### config.mk
export PLATFORM = sky130hd
export DESIGN_NAME = core_control_pins
export DESIGN_NICKNAME = d
export VERILOG_FILES = /design/src/core_control_pins_pkg.sv /design/src/core_control_pins.sv
export SDC_FILE = /design/constraint.sdc
export NUM_CORES = 1
export LEC_CHECK = 0
export BUFFER_PORTS_ARGS = -buffer_cell sky130_fd_sc_hd__clkbuf_2
export CORE_ASPECT_RATIO = 1.1
export CORE_MARGIN = 1.5
export CORE_UTILIZATION = 25
export DETAILED_ROUTE_END_ITERATION = 7
export MAX_ROUTING_LAYER = met4
export SYNTH_ARGS = -nofsm -noshare
export SYNTH_HDL_FRONTEND = slang
export SYNTH_SLANG_ARGS = --single-unit
### constraint.sdc
create_clock -name clk_sys -period 3.99 [get_ports clk_sys]
set_clock_uncertainty 0.2 [all_clocks]
set_input_delay 0.1995 -clock clk_sys [delete_from_list [all_inputs] [get_ports clk_sys]]
set_output_delay 0.1995 -clock clk_sys [all_outputs]
set_load 0.05 [all_outputs]
### src/core_control_pins_pkg.sv
// Overview of operation
// - Reset pin low halts execution and holds the program counter at the reset vector.
// - Reset pin release starts fetching from the reset vector in program space.
// - Map select low at reset maps internal ROM into the top 16K words.
// - Map select high at reset keeps internal ROM out of program space.
// - Map select pin sampled only at reset; a mode register write overrides it.
// - Branch condition low lets the testing instruction execute; high suppresses it.
// - Conditional execute samples at decode phase; other instructions sample at read phase.
// - Flag is latched: set instruction raises it; clear or status load drops it.
// - Reset drives the external flag high.
// - Output float low puts flag, space selects and memory strobe in high impedance.
// - Space selects stay high; only the accessed space goes low while address valid.
// - Bus hold puts all three space selects in high impedance.
// - Memory strobe goes low only for external data or program accesses.
// - Bus hold puts the memory strobe in high impedance.
package core_control_pins_pkg;
  // ==========================================================
  // Fetch addresses
  localparam logic [15:0] RESET_VECTOR = 16'hff80;
  // Start of the top 16K words of program space.
  localparam logic [15:0] ROM_BASE = 16'hc000;
  // ==========================================================
  // Register map
  localparam logic [3:0] MODE_STATUS_OFS = 4'h0;
  localparam logic [3:0] STATUS1_OFS = 4'h4;
  localparam logic [3:0] STATE_OFS = 4'h8;
  localparam int MAP_BIT = 0;
  localparam int ST_FLAG_BIT = 0;
  localparam int ST_MAP_BIT = 1;
  localparam int ST_RUN_BIT = 2;
  localparam int ST_COND_BIT = 3;
  localparam logic [15:0] READ_ZERO = 16'h0000;
  // ==========================================================
  // External space codes
  localparam logic [1:0] SPACE_DATA = 2'h0;
  localparam logic [1:0] SPACE_PROGRAM = 2'h1;
  localparam logic [1:0] SPACE_IO = 2'h2;
  typedef enum logic {RUN_HALTED, RUN_FETCHING} run_state_t;
endpackage : core_control_pins_pkg

### src/core_control_pins.sv
`timescale 1ns/100ps
module core_control_pins #(
  parameter int PC_W = 16
) (
  // Clock and reset
  input wire logic clk_sys,
  input wire logic reset_n,
  // Register port
  input wire logic [3:0] reg_addr,
  input wire logic [15:0] reg_wdata,
  input wire logic reg_write,
  input wire logic reg_read,
  output logic [15:0] reg_rdata,
  // Reset and mapping pins
  input wire logic reset_in_n,
  input wire logic rom_map_select,
  // Fetch side
  output logic [PC_W-1:0] program_counter,
  output logic core_running,
  output logic rom_mapped,
  output logic rom_select,
  // Branch condition
  input wire logic branch_condition_in_n,
  input wire logic decode_phase,
  input wire logic read_phase,
  input wire logic cond_test,
  input wire logic cond_is_exec,
  output logic cond_valid,
  output logic cond_execute,
  // External flag
  input wire logic set_status_bit_instr,
  input wire logic clear_status_bit_instr,
  output logic external_flag_out,
  output logic external_flag_oe,
  // External bus control
  input wire logic output_float_n,
  input wire logic bus_hold,
  input wire logic access_valid,
  input wire logic [1:0] access_space,
  output logic data_space_sel_n,
  output logic program_space_sel_n,
  output logic io_space_sel_n,
  output logic space_sel_oe,
  output logic memory_strobe_n,
  output logic memory_strobe_oe
);

  // ==========================================================
  // Elaboration check
  if (PC_W != 16) begin : g_bad_width
    $error("PC_W must be 16 to hold the reset vector");
  end

  // ==========================================================
  // State
  typedef struct packed {
    core_control_pins_pkg::run_state_t run;
    logic [15:0] pc;
    logic map_mp;
    logic flag;
    logic cond_dec;
    logic cond_rd;
    logic rom_on;
    logic running;
    logic cond_valid;
    logic cond_exec;
    logic [15:0] rdata;
    logic rom_sel;
    logic flag_oe;
    logic [2:0] sel_n;
    logic sel_oe;
    logic strobe_n;
    logic strobe_oe;
  } state_t;

  state_t st;
  state_t next_st;
  logic [15:0] state_word;

  // Status word that software reads back.
  always_comb begin
    state_word = core_control_pins_pkg::READ_ZERO;
    state_word[core_control_pins_pkg::ST_FLAG_BIT] = st.flag;
    state_word[core_control_pins_pkg::ST_MAP_BIT] = st.map_mp;
    state_word[core_control_pins_pkg::ST_RUN_BIT] =
      (st.run == core_control_pins_pkg::RUN_FETCHING);
    state_word[core_control_pins_pkg::ST_COND_BIT] = st.cond_exec;
  end

  // ==========================================================
  // Next state
  always_comb begin
    next_st = st;
    next_st.cond_valid = 1'b0;
    // Reset pin and fetch sequencing.
    if (!reset_in_n) begin
      next_st.run = core_control_pins_pkg::RUN_HALTED;
      next_st.pc = core_control_pins_pkg::RESET_VECTOR;
      // The map mode only follows the pin while reset is held.
      next_st.map_mp = rom_map_select;
    end else begin
      unique case (st.run)
        core_control_pins_pkg::RUN_HALTED: begin
          next_st.run = core_control_pins_pkg::RUN_FETCHING;
          next_st.pc = core_control_pins_pkg::RESET_VECTOR;
        end
        core_control_pins_pkg::RUN_FETCHING: begin
          next_st.pc = st.pc + 16'h0001;
        end
      endcase
      if (reg_write && reg_addr == core_control_pins_pkg::MODE_STATUS_OFS) begin
        next_st.map_mp = reg_wdata[core_control_pins_pkg::MAP_BIT];
      end
    end
    // Mode and run flags get flops of their own so the pins carry no gate.
    next_st.rom_on = !next_st.map_mp;
    next_st.running = (next_st.run == core_control_pins_pkg::RUN_FETCHING);
    // Internal ROM decode of the address that is being fetched.
    next_st.rom_sel = !next_st.map_mp && (next_st.pc >= core_control_pins_pkg::ROM_BASE);
    // Branch condition sampling per pipeline phase.
    if (decode_phase) begin
      next_st.cond_dec = branch_condition_in_n;
    end
    if (read_phase) begin
      next_st.cond_rd = branch_condition_in_n;
    end
    if (cond_test) begin
      next_st.cond_valid = 1'b1;
      next_st.cond_exec = cond_is_exec ? !st.cond_dec : !st.cond_rd;
    end
    // External flag. A set in the same cycle as a clear wins, as the later-written
    // value would in software order matters less than never losing a raise.
    if (!reset_in_n) begin
      next_st.flag = 1'b1;
    end else if (set_status_bit_instr) begin
      next_st.flag = 1'b1;
    end else if (clear_status_bit_instr ||
                 (reg_write && reg_addr == core_control_pins_pkg::STATUS1_OFS)) begin
      next_st.flag = 1'b0;
    end
    // Register reads answer in the following cycle only.
    next_st.rdata = core_control_pins_pkg::READ_ZERO;
    if (reg_read) begin
      unique case (reg_addr)
        core_control_pins_pkg::MODE_STATUS_OFS: begin
          next_st.rdata = {15'h0000, st.map_mp};
        end
        core_control_pins_pkg::STATUS1_OFS: begin
          next_st.rdata = {15'h0000, st.flag};
        end
        core_control_pins_pkg::STATE_OFS: begin
          next_st.rdata = state_word;
        end
        default: begin
          next_st.rdata = core_control_pins_pkg::READ_ZERO;
        end
      endcase
    end
    // Bus control pins. Every pin is registered, so enables lag their cause by
    // one cycle; this keeps glitches off the board at the cost of latency.
    next_st.flag_oe = output_float_n;
    next_st.sel_oe = output_float_n && !bus_hold;
    next_st.strobe_oe = output_float_n && !bus_hold;
    next_st.sel_n[0] = !(access_valid && access_space == core_control_pins_pkg::SPACE_DATA);
    next_st.sel_n[1] = !(access_valid && access_space == core_control_pins_pkg::SPACE_PROGRAM);
    next_st.sel_n[2] = !(access_valid && access_space == core_control_pins_pkg::SPACE_IO);
    next_st.strobe_n = !(access_valid && !bus_hold &&
                         (access_space == core_control_pins_pkg::SPACE_DATA ||
                          access_space == core_control_pins_pkg::SPACE_PROGRAM));
    if (bus_hold) begin
      next_st.sel_n = 3'h7;
    end
  end

  // ==========================================================
  // Registers
  always_ff @(posedge clk_sys) begin
    if (!reset_n) begin
      st.run <= core_control_pins_pkg::RUN_HALTED;
      st.pc <= core_control_pins_pkg::RESET_VECTOR;
      st.map_mp <= 1'b0;
      st.flag <= 1'b1;
      st.cond_dec <= 1'b1;
      st.cond_rd <= 1'b1;
      st.rom_on <= 1'b1;
      st.running <= 1'b0;
      st.cond_valid <= 1'b0;
      st.cond_exec <= 1'b0;
      st.rdata <= core_control_pins_pkg::READ_ZERO;
      st.rom_sel <= 1'b0;
      st.flag_oe <= 1'b0;
      st.sel_n <= 3'h7;
      st.sel_oe <= 1'b0;
      st.strobe_n <= 1'b1;
      st.strobe_oe <= 1'b0;
    end else begin
      st <= next_st;
    end
  end

  // ==========================================================
  // Outputs
  assign reg_rdata = st.rdata;
  assign program_counter = st.pc;
  assign core_running = st.running;
  assign rom_mapped = st.rom_on;
  assign rom_select = st.rom_sel;
  assign cond_valid = st.cond_valid;
  assign cond_execute = st.cond_exec;
  assign external_flag_out = st.flag;
  assign external_flag_oe = st.flag_oe;
  assign data_space_sel_n = st.sel_n[0];
  assign program_space_sel_n = st.sel_n[1];
  assign io_space_sel_n = st.sel_n[2];
  assign space_sel_oe = st.sel_oe;
  assign memory_strobe_n = st.strobe_n;
  assign memory_strobe_oe = st.strobe_oe;
endmodule : core_control_pins

==> qor.csv <==
stage,metric,value,unit
die,die_x,80.2,µm
critical_path,critPathBufInv,0,
synthesis,synth_seq_cells,35,
clock_network,clock_sinks,35,
critical_path,required,3.98,ns
min_path,hold_class,input port to flop,
critical_path,r2r_slack,2.14,ns
clock_network,cts_root_buf,clkbuf_8,
placement,hpwlAfterDp,2.40,mm
synthesis,synth_area,1640,µm²
drt,vias_per_cell,4.07,
synthesis,synth_fa_ha_area_share,0.763,%
clock_network,cts_tree,done,
power,pwr-share-comb,12.7,%
min_path,worstHoldPathCells,2,
clock_network,clock_latency,0.28,ns
min_path,hp-start,reset_n,
sta,min_period,1.85,ns
sta,whs,0.0150,ns
power,p_sw_share,26.0,%
drt,final_antenna_net_count,0,
clock_network,htree_levels,2,
critical_path,crit_fanout,7,
sta,finalMaxSlewViolations,0,
global_routing,gr-total-overflow,0,
sta,fin_setup_tns,0,ns
critical_path,cp_data_arrival_time,1.84,ns
synthesis,synthDistinctLibCells,36,
die,design.portCount,83,
critical_path,cp_slowest_cell,dfxtp_1,
run_status,status,finished clean,
die,core_area,6270,µm²
finish,final_nets,261,
drt,drt-pass1-iter-count,4,
global_routing,grt_pass1_wl,5.16,mm
critical_path,worst_setup_path_start_kind,flop,
synthesis,synthSimpleGateAreaFrac,24.0,%
critical_path,cp-end-kind,flop,
power,p_clk_share,38.1,%
global_routing,grt_antenna_before_repair,0,
power,peakVddDrop,0.140,mV
sta,rsz0062_at_grt,false,
power,seqPwrFrac,49.1,%
sta,hold_viol,0,
critical_path,crit_type,flop to flop,
job,cap_violations,0,
drt,drc,0,
synthesis,ys_warn_count,0,
critical_path,regToRegEndpoint,rom_select,
global_routing,grt_max_degree,12,
synthesis,synth_top_family_by_area,simple AND/OR/NAND/NOR gates,
finish,areaGrowthSynthToFinish,21.8,%
sta,setup_violations,0,
placement,gp_congestion,0.697,
finish,drive_gt1_share,30.5,%
critical_path,path_delay_family,simple AND/OR/NAND/NOR gates,
synthesis,netlist_instances,175,
die,core.rowCount,30,
min_path,holdPathEnd,rom_mapped,
clock_network,clkTransAtPathRegs,0.07,ns
die,initial_core_util,26.1,%
synthesis,syn_avg_cell_area,9.37,µm²
critical_path,r2r_start,program_counter[0],
clock_network,numCtsBuffers,5,
placement,dp_slack,2.14,ns
finish,n_antenna_cell,0,
critical_path,crit_path_max_incr_delay,0.39,ns
critical_path,cp_cell_sequence,ha_1 -> and4_1 -> nand3b_1 -> a21o_1 -> a311oi_2,
placement,numPortBuffers,55,
power,p_int,0.543,mW
sta,setup_ws,2.14,ns
global_routing,track_usage,9.91,%
clock_network,cts_buffer_depth,2,
clock_network,cts.repair.resized,0,
synthesis,synth-compound-area-share,3.89,%
power,power_density,368,nW/µm²
power,switchingPower,0.191,mW
sta,finalCritPeriodShare,46.4,%
drt,routed_wl,3.31,mm
die,die-area,7050,µm²
global_routing,grt_pass1_vias,1170,
drt,wl_per_cell,10.9,µm
die,fp.dieH,87.9,µm
synthesis,ys_seq_area_share,42.7,%
power,power.leakage,0.851,nW
synthesis,synth_mux_area_share,2.44,%
critical_path,rr_worst_depth,5,
synthesis,synth_xor_area_share,7.48,%
drt,vias,1234,
drt,drt-initial-drc-count,16,
sta,timing.fmax,540,MHz
==> cells in the final DEF, fill, tap and decap left out <==
| master | Yosys | final |
|---|---|---|
| a21bo_2 | 1 | 1 |
| a21o_1 | 1 | 1 |
| a21oi_1 | 1 | 1 |
| a22oi_1 | 1 | 1 |
| a311oi_2 | 1 | 1 |
| a31oi_1 | 1 | 1 |
| and2_1 | 10 | 10 |
| and3_1 | 1 | 1 |
| and4_1 | 3 | 3 |
| and4_2 | 1 | 1 |
| clkbuf_1 | 1 | 1 |
| clkbuf_2 | 0 | 55 |
| clkbuf_8 | 0 | 7 |
| conb_1 | 1 | 12 |
| dfxtp_1 | 35 | 35 |
| dlygate4sd3_1 | 0 | 13 |
| ha_1 | 1 | 1 |
| inv_1 | 3 | 3 |
| mux2i_1 | 4 | 4 |
| nand2_1 | 17 | 17 |
| nand2b_1 | 1 | 1 |
| nand3_1 | 8 | 8 |
| nand3_4 | 1 | 1 |
| nand3b_1 | 3 | 3 |
| nand4_1 | 7 | 7 |
| nor2_1 | 12 | 12 |
| nor2b_1 | 1 | 1 |
| nor3_1 | 1 | 1 |
| nor3b_1 | 1 | 1 |
| nor4b_2 | 1 | 1 |
| o211ai_1 | 1 | 1 |
| o21ai_0 | 1 | 1 |
| or3_1 | 1 | 1 |
| or4b_2 | 1 | 1 |
| xnor2_1 | 1 | 1 |
| xor2_1 | 13 | 13 |
==> power groups by stage <==
stage	clock [mW]	sequential, mW	combinational (mW)
2_1_floorplan	0	0.385	0.0549
3_3_place_gp	0	0.368	0.0830
3_5_place_dp	0	0.369	0.0836
4_1_cts	0.292	0.360	0.0934
5_1_grt	0.307	0.361	0.0993
6_report	0.280	0.360	0.0935
==> Yosys cell counts <==
cell type | number | area, µm²
ha_1 | 1 | 12.5
nand4_1 | 7 | 43.8
a31oi_1 | 1 | 6.26
a21oi_1 | 1 | 5.00
nand2_1 | 17 | 63.8
or3_1 | 1 | 6.26
o211ai_1 | 1 | 7.51
mux2i_1 | 4 | 40.0
nor2b_1 | 1 | 6.26
nand3_4 | 1 | 17.5
nor2_1 | 12 | 45.0
nor3b_1 | 1 | 7.51
conb_1 | 1 | 3.75
xor2_1 | 13 | 114
nor4b_2 | 1 | 15.0
buf_2 | 1 | 5.00
nand2b_1 | 1 | 6.26
a311oi_2 | 1 | 15.0
clkbuf_1 | 1 | 3.75
a21o_1 | 1 | 7.51
buf_6 | 1 | 11.3
nand3b_1 | 3 | 22.5
a21bo_2 | 1 | 10.0
and2_1 | 10 | 62.6
o21ai_0 | 1 | 5.00
inv_1 | 3 | 11.3
buf_4 | 36 | 270
or4b_2 | 1 | 10.0
and4_2 | 1 | 10.0
and3_1 | 1 | 6.26
a22oi_1 | 1 | 7.51
nand3_1 | 8 | 40.0
and4_1 | 3 | 26.3
xnor2_1 | 1 | 8.76
nor3_1 | 1 | 5.00
dfxtp_1 | 35 | 701
==> metal layers <==
layer,GRT usage [%],wire (µm),vias up
met1,10.4,1430,548
met4,4.23,42,0
met3,3.02,260,5
met5,-,0,-
li1,-,-,627
met2,17.2,1580,54
==> stage by stage <==
step	cell area, µm²	utilization [%]	instances	total power, mW
detailed placement	1770	28.2	282	0.452
global route	2000	31.8	303	0.768
finish	2000	31.8	303	0.734
CTS	2000	31.8	303	0.745
global placement	1770	28.2	282	0.451
floorplan	1680	-	186	0.440
==> worst max-delay path by stage <==
stage                       start    endpoint  slack [ns]  cells after the start
5_1_grt        program_counter[0]  rom_select        1.95                      5
6_report       program_counter[0]  rom_select        2.14                      5
2_1_floorplan  program_counter[0]  rom_select        2.36                      6
3_3_place_gp   program_counter[0]  rom_select        2.17                      5
3_5_place_dp   program_counter[0]  rom_select        2.14                      5
4_1_cts        program_counter[0]  rom_select        2.11                      5
==> cell type report <==
cell class                      count  area, µm²
Timing Repair Buffer               68        405
Fill cell                         675       4270
Clock buffer                        8        100
Inverter                            3       11.3
Tap cell                           80        100
Sequential cell                    35        701
Multi-Input combinational cell    109        678
==> flip-flops by register name, summed over array words and instances (netlist names) <==
name and count:
memory_strobe_n 1, rom_mapped 1, external_flag_oe 1, program_space_sel_n 1, external_flag_out 1, cond_execute 1, cond_valid 1, st 3
reg_rdata 4, program_counter 16, io_space_sel_n 1, core_running 1, data_space_sel_n 1, rom_select 1, memory_strobe_oe 1
==> cell families after synthesis <==
kind of cell	count (synthesis)
DFF	35
adders and majority gates	1
and+or+nand+nor	70
AOI/OAI and AO/OA	8
other	1
buffers and inverters	42
xor gates and xnor gates	14
muxes	4
==> repair_timing <==
item	4_1_cts	5_1_grt
buffers inserted	0	0
hold endpoints to repair	12	0
hold buffers	13	0
Note: power is estimated with default switching activity, not from simulation.
